[config.mk]
export PLATFORM = sky130hd
export DESIGN_NAME = hfpc_top
export DESIGN_NICKNAME = d
export VERILOG_FILES = /design/src/hdl/hfpc_pkg.sv /design/src/hdl/hfpc_cur_decode.sv /design/src/hdl/hfpc_edge_delay.sv /design/src/hdl/hfpc_top.sv
export VERILOG_INCLUDE_DIRS = /design/src /design/src/hdl
export SDC_FILE = /design/constraint.sdc
export NUM_CORES = 2
export LEC_CHECK = 0
export BUFFER_PORTS_ARGS = -buffer_cell sky130_fd_sc_hd__buf_4
export CORE_MARGIN = 4
export CORE_UTILIZATION = 55
export DETAILED_ROUTE_END_ITERATION = 10
export PLACE_DENSITY_LB_ADDON = 0.2
export SYNTH_ARGS = -nofsm -noshare
export SYNTH_HDL_FRONTEND = slang
export SYNTH_SLANG_ARGS = --single-unit
[constraint.sdc]
create_clock -name clk_sys -period 3.47 [get_ports clk_sys]
set_input_delay 0 -clock clk_sys [delete_from_list [all_inputs] [get_ports clk_sys]]
set_output_delay 0 -clock clk_sys [all_outputs]
set_load 0.005 [all_outputs]
[src/hdl/hfpc_map.svh]
// Constant map of the half-bridge PWM freewheel controller
`ifndef HFPC_MAP_SVH
`define HFPC_MAP_SVH

// Structure
`define HFPC_NUM_HB 4
`define HFPC_CW 10
`define HFPC_MODE_W 2
`define HFPC_CODE_W 6
`define HFPC_CODE_N 64
`define HFPC_CUR_W 11
// Decoded current LSB in microamperes
`define HFPC_CUR_LSB_UA 50

// Half-bridge mode codes
`define HFPC_MODE_OFF 2'h0
`define HFPC_MODE_HS 2'h1
`define HFPC_MODE_LS 2'h2

// Switching time status word layout
`define HFPC_STAT_W 32
`define HFPC_TF_W 8
`define HFPC_TDON_LSB 0
`define HFPC_TDOFF_LSB 8
`define HFPC_TRISE_LSB 16
`define HFPC_TFALL_LSB 24

// Pump undervoltage blank time in cycles
`define HFPC_CP_BLANK_CYC 1024

`endif

[src/hdl/hfpc_pkg.sv]
// Types of the half-bridge PWM freewheel controller
package hfpc_pkg;

  typedef enum logic [3:0] {
    SEQ_FW = 4'h1,
    SEQ_DT_ON = 4'h2,
    SEQ_ACT = 4'h4,
    SEQ_DT_OFF = 4'h8
  } hfpc_seq_type;

  typedef enum logic [4:0] {
    M_IDLE = 5'h01,
    M_DON = 5'h02,
    M_RISE = 5'h04,
    M_DOFF = 5'h08,
    M_FALL = 5'h10
  } hfpc_meas_type;

endpackage

[src/hdl/hfpc_cur_decode.sv]
// Discharge current code to nominal current decoder
`timescale 1ns/1ps
`include "hfpc_map.svh"

module hfpc_cur_decode
  import hfpc_pkg::*;
(
  input wire logic clk_sys,
  input wire logic srst,
  input wire logic ce,
  input wire logic [`HFPC_CODE_W-1:0] code,
  output logic [`HFPC_CUR_W-1:0] current
);

  // Nominal current per code, code 63 first, strictly rising
  localparam logic [`HFPC_CODE_N*`HFPC_CUR_W-1:0] CUR_TBL = {
    11'h7D0, 11'h79C, 11'h768, 11'h734, 11'h700, 11'h6CE, 11'h69C, 11'h66A,
    11'h638, 11'h608, 11'h5D8, 11'h5A8, 11'h578, 11'h54A, 11'h51C, 11'h4F0,
    11'h4C6, 11'h49C, 11'h474, 11'h44C, 11'h424, 11'h3FC, 11'h3D4, 11'h3AC,
    11'h386, 11'h360, 11'h33A, 11'h314, 11'h2F0, 11'h2CC, 11'h2A8, 11'h284,
    11'h260, 11'h23C, 11'h21A, 11'h1F8, 11'h1D6, 11'h1B6, 11'h196, 11'h178,
    11'h15C, 11'h142, 11'h128, 11'h10E, 11'h0F6, 11'h0E0, 11'h0CC, 11'h0B8,
    11'h0A4, 11'h092, 11'h082, 11'h072, 11'h064, 11'h056, 11'h04A, 11'h03E,
    11'h032, 11'h02A, 11'h022, 11'h01B, 11'h016, 11'h011, 11'h00D, 11'h00A
  };

  function automatic logic [`HFPC_CUR_W-1:0] lookup(input logic [`HFPC_CODE_W-1:0] c);
    lookup = CUR_TBL[c*`HFPC_CUR_W +: `HFPC_CUR_W];
  endfunction

  always_ff @(posedge clk_sys) begin
    if (srst) begin
      current <= '0;
    end else if (ce) begin
      current <= lookup(code);
    end
  end

endmodule

[src/hdl/hfpc_edge_delay.sv]
// Two-edge delay line for the shifted PWM MOSFET command
`timescale 1ns/1ps
`include "hfpc_map.svh"

module hfpc_edge_delay
  import hfpc_pkg::*;
#(
  parameter int CW = `HFPC_CW
) (
  input wire logic clk_sys,
  input wire logic srst,
  input wire logic ce,
  input wire logic din,
  input wire logic [CW-1:0] dly,
  output logic dout
);

  // Two slots cover a pulse shorter than the delay; a third edge is dropped
  logic in_q;
  logic v0_q;
  logic v1_q;
  logic t0_q;
  logic t1_q;
  logic [CW-1:0] c0_q;
  logic [CW-1:0] c1_q;
  logic edge_w;
  logic fire;

  assign edge_w = din ^ in_q;
  assign fire = v0_q && (c0_q <= CW'(1));

  always_ff @(posedge clk_sys) begin
    if (srst) begin
      in_q <= 1'b0;
      dout <= 1'b0;
      v0_q <= 1'b0;
      v1_q <= 1'b0;
      t0_q <= 1'b0;
      t1_q <= 1'b0;
      c0_q <= '0;
      c1_q <= '0;
    end else if (ce) begin
      in_q <= din;
      if (fire) begin
        dout <= t0_q;
        if (v1_q) begin
          v0_q <= 1'b1;
          t0_q <= t1_q;
          c0_q <= (c1_q != '0) ? c1_q - 1'b1 : '0;
          v1_q <= edge_w;
          t1_q <= din;
          c1_q <= dly;
        end else begin
          v0_q <= edge_w;
          t0_q <= din;
          c0_q <= dly;
        end
      end else begin
        if (v0_q && c0_q != '0) begin
          c0_q <= c0_q - 1'b1;
        end
        if (v1_q && c1_q != '0) begin
          c1_q <= c1_q - 1'b1;
        end
        if (edge_w && !v0_q) begin
          v0_q <= 1'b1;
          t0_q <= din;
          c0_q <= dly;
        end else if (edge_w && !v1_q) begin
          v1_q <= 1'b1;
          t1_q <= din;
          c1_q <= dly;
        end
      end
    end
  end

endmodule

[src/hdl/hfpc_top.sv]
// Half-bridge PWM control with active freewheeling and passive discharge
`timescale 1ns/1ps
`include "hfpc_map.svh"

module hfpc_top
  import hfpc_pkg::*;
#(
  parameter int CW = `HFPC_CW,
  parameter int CP_BLANK_CYC = `HFPC_CP_BLANK_CYC
) (
  input wire logic clk_sys,
  input wire logic srst,
  input wire logic ce,
  input wire logic [`HFPC_NUM_HB-1:0] pwm_in,
  input wire logic [`HFPC_NUM_HB-1:0] active_freewheel_enable,
  input wire logic generator_detect_enable,
  input wire logic [`HFPC_NUM_HB-1:0][`HFPC_MODE_W-1:0] halfbridge_mode_select,
  input wire logic [`HFPC_NUM_HB-1:0][`HFPC_CODE_W-1:0] pwm_discharge_current_code,
  input wire logic [`HFPC_CODE_W-1:0] initial_predischarge_code,
  input wire logic [`HFPC_NUM_HB-1:0][CW-1:0] ccp_fw_cycles,
  input wire logic [`HFPC_NUM_HB-1:0][CW-1:0] ccp_act_cycles,
  input wire logic [`HFPC_NUM_HB-1:0][CW-1:0] blank_cycles,
  input wire logic [`HFPC_NUM_HB-1:0] sh_high,
  input wire logic [`HFPC_NUM_HB-1:0] sh_low,
  input wire logic normal_mode,
  input wire logic charge_pump_enable,
  input wire logic vcc_undervoltage,
  input wire logic vs_overvoltage,
  input wire logic vsint_overvoltage,
  input wire logic cp_undervoltage,
  input wire logic charge_pump_overtemp_flag,
  input wire logic [`HFPC_NUM_HB-1:0] vds_overvoltage_event,
  input wire logic [`HFPC_NUM_HB-1:0] vds_overvoltage_clear,
  output logic [`HFPC_NUM_HB-1:0] gate_hs_on,
  output logic [`HFPC_NUM_HB-1:0] gate_ls_on,
  output logic [`HFPC_NUM_HB-1:0] passive_discharge_en,
  output logic [`HFPC_NUM_HB-1:0] afw_active,
  output logic [`HFPC_NUM_HB-1:0] generator_detected,
  output logic cp_uv_blank_active,
  output logic [`HFPC_NUM_HB-1:0][`HFPC_CUR_W-1:0] discharge_current,
  output logic [`HFPC_CUR_W-1:0] predischarge_current,
  output logic [`HFPC_STAT_W-1:0] switch_time_status_hb1,
  output logic [`HFPC_STAT_W-1:0] switch_time_status_hb2,
  output logic [`HFPC_STAT_W-1:0] switch_time_status_hb3,
  output logic [`HFPC_STAT_W-1:0] switch_time_status_hb4
);

  localparam int NHB = `HFPC_NUM_HB;
  localparam int TF = `HFPC_TF_W;
  localparam int BW = $clog2(CP_BLANK_CYC + 1);
  localparam logic [CW:0] ONE_X = {{CW{1'b0}}, 1'b1};
  localparam logic [CW:0] TF_MAX = (CW + 1)'({TF{1'b1}});

  function automatic logic [CW:0] sat_inc(input logic [CW:0] v);
    sat_inc = (&v) ? v : v + ONE_X;
  endfunction

  function automatic logic [TF-1:0] clip_tf(input logic [CW:0] v);
    clip_tf = (v > TF_MAX) ? TF_MAX[TF-1:0] : v[TF-1:0];
  endfunction

  logic [`HFPC_STAT_W-1:0] stat_w [NHB];
  logic [BW-1:0] blank_cnt_q;
  logic cp_en_q;
  logic global_dchg;

  //////////////////////////////////////////////////////////////////////////////
  // Pump undervoltage blank window, restarted by pump enable or undervoltage

  always_ff @(posedge clk_sys) begin
    if (srst) begin
      cp_en_q <= 1'b0;
      blank_cnt_q <= '0;
    end else if (ce) begin
      cp_en_q <= charge_pump_enable;
      if ((charge_pump_enable && !cp_en_q) || cp_undervoltage) begin
        blank_cnt_q <= BW'(CP_BLANK_CYC);
      end else if (blank_cnt_q != '0) begin
        blank_cnt_q <= blank_cnt_q - 1'b1;
      end
    end
  end

  assign cp_uv_blank_active = (blank_cnt_q != '0);

  assign global_dchg = vcc_undervoltage
    | vs_overvoltage | vsint_overvoltage
    | cp_undervoltage | cp_uv_blank_active | charge_pump_overtemp_flag;

  hfpc_cur_decode u_predchg (
    .clk_sys(clk_sys),
    .srst(srst),
    .ce(ce),
    .code(initial_predischarge_code),
    .current(predischarge_current)
  );

  assign switch_time_status_hb1 = stat_w[0];
  assign switch_time_status_hb2 = stat_w[1];
  assign switch_time_status_hb3 = stat_w[2];
  assign switch_time_status_hb4 = stat_w[3];

  //////////////////////////////////////////////////////////////////////////////
  // One half-bridge per pass

  for (genvar i = 0; i < NHB; i++) begin : g_hb
    logic pwm_q;
    logic pwm_rise;
    logic pwm_fall;
    logic [CW:0] run_q;
    logic [CW:0] ton_q;
    logic [CW:0] fw_x;
    logic [CW:0] act_x;
    logic [CW:0] sum_x;
    logic is_hs;
    logic mode_on;
    logic near_pwm;
    logic gen_d;
    logic high_w;
    logic low_w;
    logic load_ok;
    logic gen_ok;
    logic afw_d;
    logic afw_q;
    logic gen_q;
    logic ext_q;
    hfpc_seq_type seq_q;
    logic [CW-1:0] seq_cnt_q;
    logic act_in;
    logic del_pwm;
    logic pwm_cmd;
    logic opp_cmd;
    logic hs_q;
    logic ls_q;
    logic vds_q;
    logic dchg_w;
    logic dchg_q;
    hfpc_meas_type ms_q;
    logic meas_hs;
    logic meas_on;
    logic meas_on_q;
    logic near_m;
    logic far_m;
    logic [CW:0] mcnt_q;
    logic [CW:0] mtmo_q;
    logic [TF-1:0] tdon_q;
    logic [TF-1:0] tdoff_q;
    logic [TF-1:0] trise_q;
    logic [TF-1:0] tfall_q;

    assign is_hs = (halfbridge_mode_select[i] == `HFPC_MODE_HS);
    assign mode_on = is_hs || (halfbridge_mode_select[i] == `HFPC_MODE_LS);
    assign pwm_rise = pwm_in[i] && !pwm_q;
    assign pwm_fall = !pwm_in[i] && pwm_q;
    assign fw_x = {1'b0, ccp_fw_cycles[i]};
    assign act_x = {1'b0, ccp_act_cycles[i]};
    assign sum_x = fw_x + act_x;

    // Judged at the rising edge: run_q holds the off-time just ended
    assign high_w = (run_q < act_x);
    assign low_w = (ton_q < fw_x);
    assign load_ok = (ton_q > fw_x) && (run_q > sum_x);
    assign gen_ok = (run_q > fw_x) && (ton_q > sum_x);
    assign near_pwm = is_hs ? sh_high[i] : sh_low[i];
    assign gen_d = generator_detect_enable && near_pwm;
    assign afw_d = active_freewheel_enable[i] && mode_on && !high_w && !low_w
      && (gen_d ? gen_ok : load_ok);

    always_ff @(posedge clk_sys) begin
      if (srst) begin
        pwm_q <= 1'b0;
        run_q <= '0;
        ton_q <= '0;
      end else if (ce) begin
        pwm_q <= pwm_in[i];
        run_q <= (pwm_rise || pwm_fall) ? ONE_X : sat_inc(run_q);
        if (pwm_fall) begin
          ton_q <= run_q;
        end
      end
    end

    // Scheme is chosen once per period so a gate never glitches mid-cycle
    always_ff @(posedge clk_sys) begin
      if (srst) begin
        afw_q <= 1'b0;
        gen_q <= 1'b0;
        ext_q <= 1'b0;
      end else if (ce && pwm_rise) begin
        afw_q <= afw_d;
        gen_q <= gen_d && afw_d;
        ext_q <= high_w || low_w;
      end
    end

    // Active freewheel sequencer with both dead times
    assign act_in = gen_q ? !pwm_q : pwm_q;

    always_ff @(posedge clk_sys) begin
      if (srst) begin
        seq_q <= SEQ_DT_OFF;
        seq_cnt_q <= '0;
      end else if (ce) begin
        if (!afw_q || dchg_q) begin
          seq_q <= SEQ_DT_OFF;
          seq_cnt_q <= ccp_act_cycles[i];
        end else begin
          case (seq_q)
            SEQ_FW: begin
              if (act_in) begin
                seq_q <= SEQ_DT_ON;
                seq_cnt_q <= ccp_fw_cycles[i];
              end
            end
            SEQ_DT_ON: begin
              if (!act_in) begin
                seq_q <= SEQ_DT_OFF;
                seq_cnt_q <= ccp_act_cycles[i];
              end else if (seq_cnt_q <= CW'(1)) begin
                seq_q <= SEQ_ACT;
              end else begin
                seq_cnt_q <= seq_cnt_q - 1'b1;
              end
            end
            SEQ_ACT: begin
              if (!act_in) begin
                seq_q <= SEQ_DT_OFF;
                seq_cnt_q <= ccp_act_cycles[i];
              end
            end
            SEQ_DT_OFF: begin
              if (act_in) begin
                seq_q <= SEQ_DT_ON;
                seq_cnt_q <= ccp_fw_cycles[i];
              end else if (seq_cnt_q <= CW'(1)) begin
                seq_q <= SEQ_FW;
              end else begin
                seq_cnt_q <= seq_cnt_q - 1'b1;
              end
            end
            default: begin
              seq_q <= SEQ_DT_OFF;
              seq_cnt_q <= ccp_act_cycles[i];
            end
          endcase
        end
      end
    end

    hfpc_edge_delay #(
      .CW(CW)
    ) u_dly (
      .clk_sys(clk_sys),
      .srst(srst),
      .ce(ce),
      .din(pwm_q),
      .dly(ccp_fw_cycles[i]),
      .dout(del_pwm)
    );

    // Passive scheme: shifted PWM MOSFET only
    assign pwm_cmd = afw_q ? (gen_q ? (seq_q == SEQ_FW) : (seq_q == SEQ_ACT)) : del_pwm;
    assign opp_cmd = afw_q && (gen_q ? (seq_q == SEQ_ACT) : (seq_q == SEQ_FW));

    // Drain-source overvoltage hold, an event beats a clear
    always_ff @(posedge clk_sys) begin
      if (srst) begin
        vds_q <= 1'b0;
      end else if (ce) begin
        if (vds_overvoltage_event[i]) begin
          vds_q <= 1'b1;
        end else if (vds_overvoltage_clear[i]) begin
          vds_q <= 1'b0;
        end
      end
    end

    assign dchg_w = global_dchg || (normal_mode && ((halfbridge_mode_select[i] == `HFPC_MODE_OFF)
      || !charge_pump_enable || vds_q));

    always_ff @(posedge clk_sys) begin
      if (srst) begin
        dchg_q <= 1'b1;
        hs_q <= 1'b0;
        ls_q <= 1'b0;
      end else if (ce) begin
        dchg_q <= dchg_w;
        if (dchg_w || !mode_on) begin
          hs_q <= 1'b0;
          ls_q <= 1'b0;
        end else begin
          hs_q <= is_hs ? pwm_cmd : opp_cmd;
          ls_q <= is_hs ? opp_cmd : pwm_cmd;
        end
      end
    end

    // Switching time measurement on the selected MOSFET
    assign meas_hs = is_hs ^ (generator_detect_enable && gen_q);
    assign meas_on = meas_hs ? hs_q : ls_q;
    assign near_m = meas_hs ? sh_high[i] : sh_low[i];
    assign far_m = meas_hs ? sh_low[i] : sh_high[i];

    always_ff @(posedge clk_sys) begin
      if (srst) begin
        ms_q <= M_IDLE;
        meas_on_q <= 1'b0;
        mcnt_q <= '0;
        mtmo_q <= '0;
        tdon_q <= '0;
        tdoff_q <= '0;
        trise_q <= '0;
        tfall_q <= '0;
      end else if (ce) begin
        meas_on_q <= meas_on;
        mcnt_q <= sat_inc(mcnt_q);
        mtmo_q <= sat_inc(mtmo_q);
        if (ext_q) begin
          ms_q <= M_IDLE;
          tdon_q <= '0;
          tdoff_q <= '0;
          trise_q <= '0;
          tfall_q <= '0;
        end else begin
          case (ms_q)
            M_IDLE: begin
              mcnt_q <= '0;
              mtmo_q <= '0;
              if (meas_on && !meas_on_q) begin
                ms_q <= M_DON;
              end else if (!meas_on && meas_on_q) begin
                ms_q <= M_DOFF;
              end
            end
            M_DON: begin
              if (mtmo_q >= {1'b0, blank_cycles[i]}) begin
                tdon_q <= clip_tf(mcnt_q);
                trise_q <= '0;
                ms_q <= M_IDLE;
              end else if (!far_m) begin
                tdon_q <= clip_tf(mcnt_q);
                mcnt_q <= '0;
                ms_q <= M_RISE;
              end
            end
            M_RISE: begin
              if (near_m) begin
                trise_q <= clip_tf(mcnt_q);
                ms_q <= M_IDLE;
              end else if (mtmo_q >= {1'b0, blank_cycles[i]}) begin
                trise_q <= '0;
                ms_q <= M_IDLE;
              end
            end
            M_DOFF: begin
              if (mtmo_q >= act_x) begin
                tdoff_q <= clip_tf(mcnt_q);
                tfall_q <= '0;
                ms_q <= M_IDLE;
              end else if (!near_m) begin
                tdoff_q <= clip_tf(mcnt_q);
                mcnt_q <= '0;
                ms_q <= M_FALL;
              end
            end
            M_FALL: begin
              if (far_m) begin
                tfall_q <= clip_tf(mcnt_q);
                ms_q <= M_IDLE;
              end else if (mtmo_q >= act_x) begin
                tfall_q <= '0;
                ms_q <= M_IDLE;
              end
            end
            default: begin
              ms_q <= M_IDLE;
            end
          endcase
        end
      end
    end

    hfpc_cur_decode u_dchg (
      .clk_sys(clk_sys),
      .srst(srst),
      .ce(ce),
      .code(pwm_discharge_current_code[i]),
      .current(discharge_current[i])
    );

    assign stat_w[i][`HFPC_TDON_LSB +: TF] = tdon_q;
    assign stat_w[i][`HFPC_TDOFF_LSB +: TF] = tdoff_q;
    assign stat_w[i][`HFPC_TRISE_LSB +: TF] = trise_q;
    assign stat_w[i][`HFPC_TFALL_LSB +: TF] = tfall_q;
    assign gate_hs_on[i] = hs_q;
    assign gate_ls_on[i] = ls_q;
    assign passive_discharge_en[i] = dchg_q;
    assign afw_active[i] = afw_q;
    assign generator_detected[i] = gen_q;
  end

endmodule

### Word-level counts from Yosys, hierarchy flattened

Index checks and enable logic that the tools add are counted.
Widths: inputs -> output; s select.

* add/sub/neg operators: 29
* multipliers: 5
* $lt $le $gt $ge: 44
* equal/unequal tests: 100
* shifts and indexed selects: 5
* mux-type cells: 382
* bitwise logic cells: 13
* reduce and logical (&&, ||, !) cells: 283

Operator list (count)
* $shiftx 704x11->11 const A: 5
* $mux 10: 64
* $mux 11: 46
* $mux 8: 60
* $mux 5: 44
* $pmux 10 s4: 4
* $add 11x1->11 const B: 12
* $pmux 11 s3: 4
* $reduce_and 11->1: 12
* $pmux 8 s2: 8
* $sub 10x1->10 const B: 12
* $mux 1: 116
* $mux 4: 28
* $ne 4x4->1 const B: 28
* $pmux 5 s5: 4
* $ge 11x10->1: 8
* $gt 11x10->1: 8
* $gt 11x11->1: 8
* $lt 11x10->1: 8
* $logic_and 1x1->1: 85
* $le 10x1->1 const B: 8
* $reduce_bool 10->1: 8
* $reduce_and 2->1: 37
* $pmux 4 s4: 4
* 31 further kinds: 240

* flip-flop bits (word level): 587
* output and inout port bits: 204

### Longest topological paths before layout

* word-level depth: 9
* gate-level depth with buffers: 18

### Modules after synthesis

A second synthesis with hierarchy kept.

* cell total of the unflattened synthesis: 5432
* area, all modules: 43115.1 sq um

By module, submodules not included
* hfpc_top: instances 1, cells each 3586, area each 29026.6 sq um, sequential area each 8568.2 sq um
* hfpc_edge_delay: instances 4, cells each 244, area each 1901.8 sq um, sequential area each 520.5 sq um
* hfpc_cur_decode: instances 5, cells each 174, area each 1296.2 sq um, sequential area each 220.2 sq um

### Worst setup path after synthesis

Ideal clock, no wire load.

* kind: input-to-reg
* from: input port ccp_fw_cycles[0] in the netlist's numbering
* to: register g_hb[0].afw_q
* library setup time: 0.122 ns
* data arrival time: 3.213 ns
* setup slack: 0.135 ns
* stages: 16
* path through: ha_1 > fa_1 > a21oi_1 > inv_1 > a21oi_1 > xor2_1 > ha_1 > o21ai_0 > a21oi_1 > a221o_1 > maj3_1 > maj3_1 > a21oi_1 > nor4_1 > o31ai_1 > a21oi_1

* longest elaborated chain between the ends: 5
* elaborated cells between the ends (all ways): 12

RTL lines
* from (decl): line hfpc_top.sv:20 `` input wire logic [`HFPC_NUM_HB-1:0][CW-1:0] ccp_fw_cycles, ``
* $add 10x10->11: line hfpc_top.sv:157 `assign sum_x = fw_x + act_x;`
* $gt 11x11->1 (on tied branches): line hfpc_top.sv:162, hfpc_top.sv:163
* $logic_and 1x1->1 (on tied branches): line hfpc_top.sv:162, hfpc_top.sv:163
* $mux 1: line hfpc_top.sv:167 `&& (gen_d ? gen_ok : load_ok);`
* $logic_and 1x1->1 *: line hfpc_top.sv:167
* to (signal assigned): line hfpc_top.sv:190 `afw_q <= afw_d;`
* to (decl): line hfpc_top.sv:124 `logic afw_q;`

Every way passes the cells marked *; elsewhere a longest branch is shown, timed or not.
A chain may end at the register's enable or synchronous reset.

### Worst setup path in the final report

* from: input port ccp_fw_cycles[3] in the netlist's numbering
* to: register g_hb[0].afw_q

Same word-level chain as after synthesis.

==> flow_summary.json <==
{
  "status": "complete, no violations",
  "gp_congestion": 0.956,
  "start_util": 0.558,
  "cap_viol_max_count": 0,
  "antenna_found_initial": 4,
  "viasPerCell": 6.07,
  "vias": 43400,
  "core-area_um2": 76200,
  "max_stage_delay_ns": 0.57,
  "grt_pass1_vias": 39800,
  "clkSlewWorstSetupHoldPaths_ns": 0.06,
  "hold_path_class": "primary input to flop",
  "grt_usage": 0.309,
  "row_count": 101,
  "clkPwrFrac": 0.388,
  "p_sw_mw": 5.78,
  "arrival_ns": 3.84,
  "wl_per_cell_um": 18.6,
  "crit_path_end_kind": "flop",
  "final_nets": 6654,
  "cpMaxStageDelayCell": "dlygate4sd3_1",
  "peakVddDrop_v": 0.000378,
  "path_class": "primary input to flop",
  "synthTopCellsByArea": "dfxtp_1 28%, ha_1 12%, nor2_1 6.8%",
  "slew_viol_final": 0,
  "crit_start": "ccp_fw_cycles[3]",
  "crit_chain": "dlygate4sd3_1 -> buf_4 -> ha_1 -> o21a_1 -> a211oi_2 -> o21bai_1 -> a21o_1 -> xnor2_2 -> ha_1 -> nand2_2 -> a21oi_1 -> a221o_1 -> maj3_1 -> maj3_1 -> a21oi_2 -> nor4_1 -> o31ai_1 -> a21oi_1",
  "grt_pass1_wl_mm": 212,
  "antenna_left": 0,
  "synth_top_area_share": 0.277,
  "tightest_slew_ns": 1.25,
  "setup_slack_ns": 0.0744,
  "cpLargestDelayFamily": "compound AO/OA/AOI/OAI gates",
  "rsz0062_at_grt": "true",
  "overflow": 0,
  "place_area_um2": 46400,
  "cts_tree": "built",
  "mostFrequentLayoutCell": "nor2_1",
  "dp_cells": 6857,
  "synth_enable_flop_cells": 0,
  "htreeDepth": 3,
  "final_cell_mix": "772 x nor2_1, 587 x dfxtp_1, 559 x nand2_1",
  "ys.flop_type": "dfxtp_1",
  "io_buffers": 396,
  "ys_ff_latch": 587,
  "syn_inst": 5622,
  "final_layout_size_suffix_gt1_frac": 0.120,
  "hpwl_mm": 95.5,
  "drt_iter0_markers": 3473,
  "fmaxAchievable_mhz": 294,
  "num_io_pins": 397,
  "postRouteWirelength_mm": 133,
  "synth_cell_types": 97,
  "post-route-min-period_ns": 3.40,
  "swShare": 0.304,
  "setup_viol": 0,
  "post-route-period-util": 0.979,
  "firstDrtPassIters": 7,
  "dieArea_um2": 81800,
  "grt_max_degree": 169,
  "synth.avg_cell_area_um2": 7.56,
  "power_frac_comb": 0.231,
  "min_from": "pwm_discharge_current_code[20]",
  "final_area_um2": 50500,
  "clock_skew_ns": 0.0128,
  "ys_warn_count": 0,
  "crit_required_ns": 3.91,
  "mappedNetlistArea_um2": 42500,
  "cts.sinks": 587,
  "fp.dieH_um": 286,
  "root_buffer": "clkbuf_16",
  "yosysTopAreaCell": "dfxtp_1",
  "syn_nets": 6212,
  "hold_viol_final": 0,
  "remaining_drc_errors": 0,
  "die_w_um": 286,
  "leakage_nw": 21.7,
  "syn_to_final_growth_pct": 18.8,
  "startpoint_type": "primary input",
  "fin_cells": 7148,
  "slew_headroom": 0.157,
  "timing.rr.start": "g_hb[2].seq_cnt_q[3]",
  "clkLatencyLatePin_ns": 0.60,
  "p_int_mw": 13.2,
  "total_power_mw": 19.0,
  "synth-seq-area-share": 0.277,
  "pre_cts_ws_ns": -0.205,
  "cts_buffers": 69,
  "p_seq_frac": 0.381,
  "synthArstFlopShare": 0,
  "critPathBufInv": 2,
  "clockBufferDepth": 3,
  "tns_ns": 0,
  "cp_max_fo": 2,
  "powerDensity_nw_per_um2": 376
}
layer usage:
metal	track usage	up-vias	routed length, um
li1	-	21100	-
met1	0.418	20300	57400
met3	0.0499	319	10100
met5	0	-	14
met2	0.504	1638	60900
met4	0.102	2	4520
power by group through the flow:
stage               logic [mW]  registers [mW]  clock network [mW]
finish                    4.38            7.23                7.36
global route              4.87            7.26                7.76
detailed placement        4.10            7.36                   0
CTS                       4.28            7.22                7.47
global placement          4.04            7.36                   0
floorplan                 2.94            7.29                   0
timing repair:
item / in CTS / in global routing
gates resized for setup: 0 / 30
hold buffers: 155 / 0
hold endpoints to repair: 236 / 0
buffers inserted: 0 / 11
setup endpoints to repair: 0 / 12
final timing paths:
kind | endpoint | slack, ns | depth (start not counted)
worst max register to register | g_hb[2].seq_cnt_q[8] | 0.20 | 11
worst max-delay path | g_hb[0].afw_q | 0.07 | 18
worst min-delay path | g_hb[3].u_dchg.current[0] | 0.04 | 5
worst min register to register | g_hb[0].tfall_q[0] | 0.46 | 2
registers in the layout (all words and copies together) (netlist names), 11 cells and up:
| name | flops |
|---|---|
| g_hb.seq_q | 16 |
| g_hb.mcnt_q | 44 |
| g_hb.run_q | 44 |
| g_hb.tdon_q | 32 |
| blank_cnt_q | 11 |
| u_predchg.current | 11 |
| g_hb.tdoff_q | 32 |
| g_hb.ms_q | 20 |
| g_hb.u_dly.c0_q | 40 |
| g_hb.ton_q | 44 |
| g_hb.u_dchg.current | 44 |
| g_hb.trise_q | 32 |
| g_hb.tfall_q | 32 |
| g_hb.mtmo_q | 44 |
| g_hb.u_dly.c1_q | 40 |
| g_hb.seq_cnt_q | 40 |
final cells by class:
cell class | instances | area, um2
multi-input cells | 4463 | 28600
inverters | 256 | 963
clock inverters | 25 | 272
well taps | 1030 | 1290
flip-flops and latches | 587 | 11800
diodes | 4 | 10.0
fillers | 6569 | 25700
clock buffers | 96 | 1980
repair buffers | 687 | 5590
synth_stat cells, drive strengths merged (110+ instances only):
cell,number
a211oi,144
a21oi,481
clkbuf,254
dfxtp,587
ha,393
inv,253
mux2i,113
nand2,562
nor2,775
nor3,160
o21ai,374
xor2,110
worst min-delay path, delay by kind of cell:
kind / cells / cell delay [ns]
simple gates: 2 / 0.14
mux: 1 / 0.14
buf+inv: 1 / 0.22
compound gates: 1 / 0.08
metrics by stage:
stage | utilization | hold WS, ns
global route | 0.662 | 0.0566
global placement | 0.609 | 0.251
finish | 0.662 | 0.0412
floorplan | - | 0.147
CTS | 0.659 | 0.00122
detailed placement | 0.609 | 0.258
cell families after synthesis:
group                    count (synthesis)  synth area share
AND/OR/NAND/NOR                       2079             0.224
AO/OA/AOI/OAI                         1627             0.247
flip-flops                             587             0.277
buffers and inverters                  572            0.0533
adder cells (fa/ha/maj)                409             0.120
XOR/XNOR                               213            0.0443
multiplexers                           135            0.0351
(Power assumes the default switching activity.)
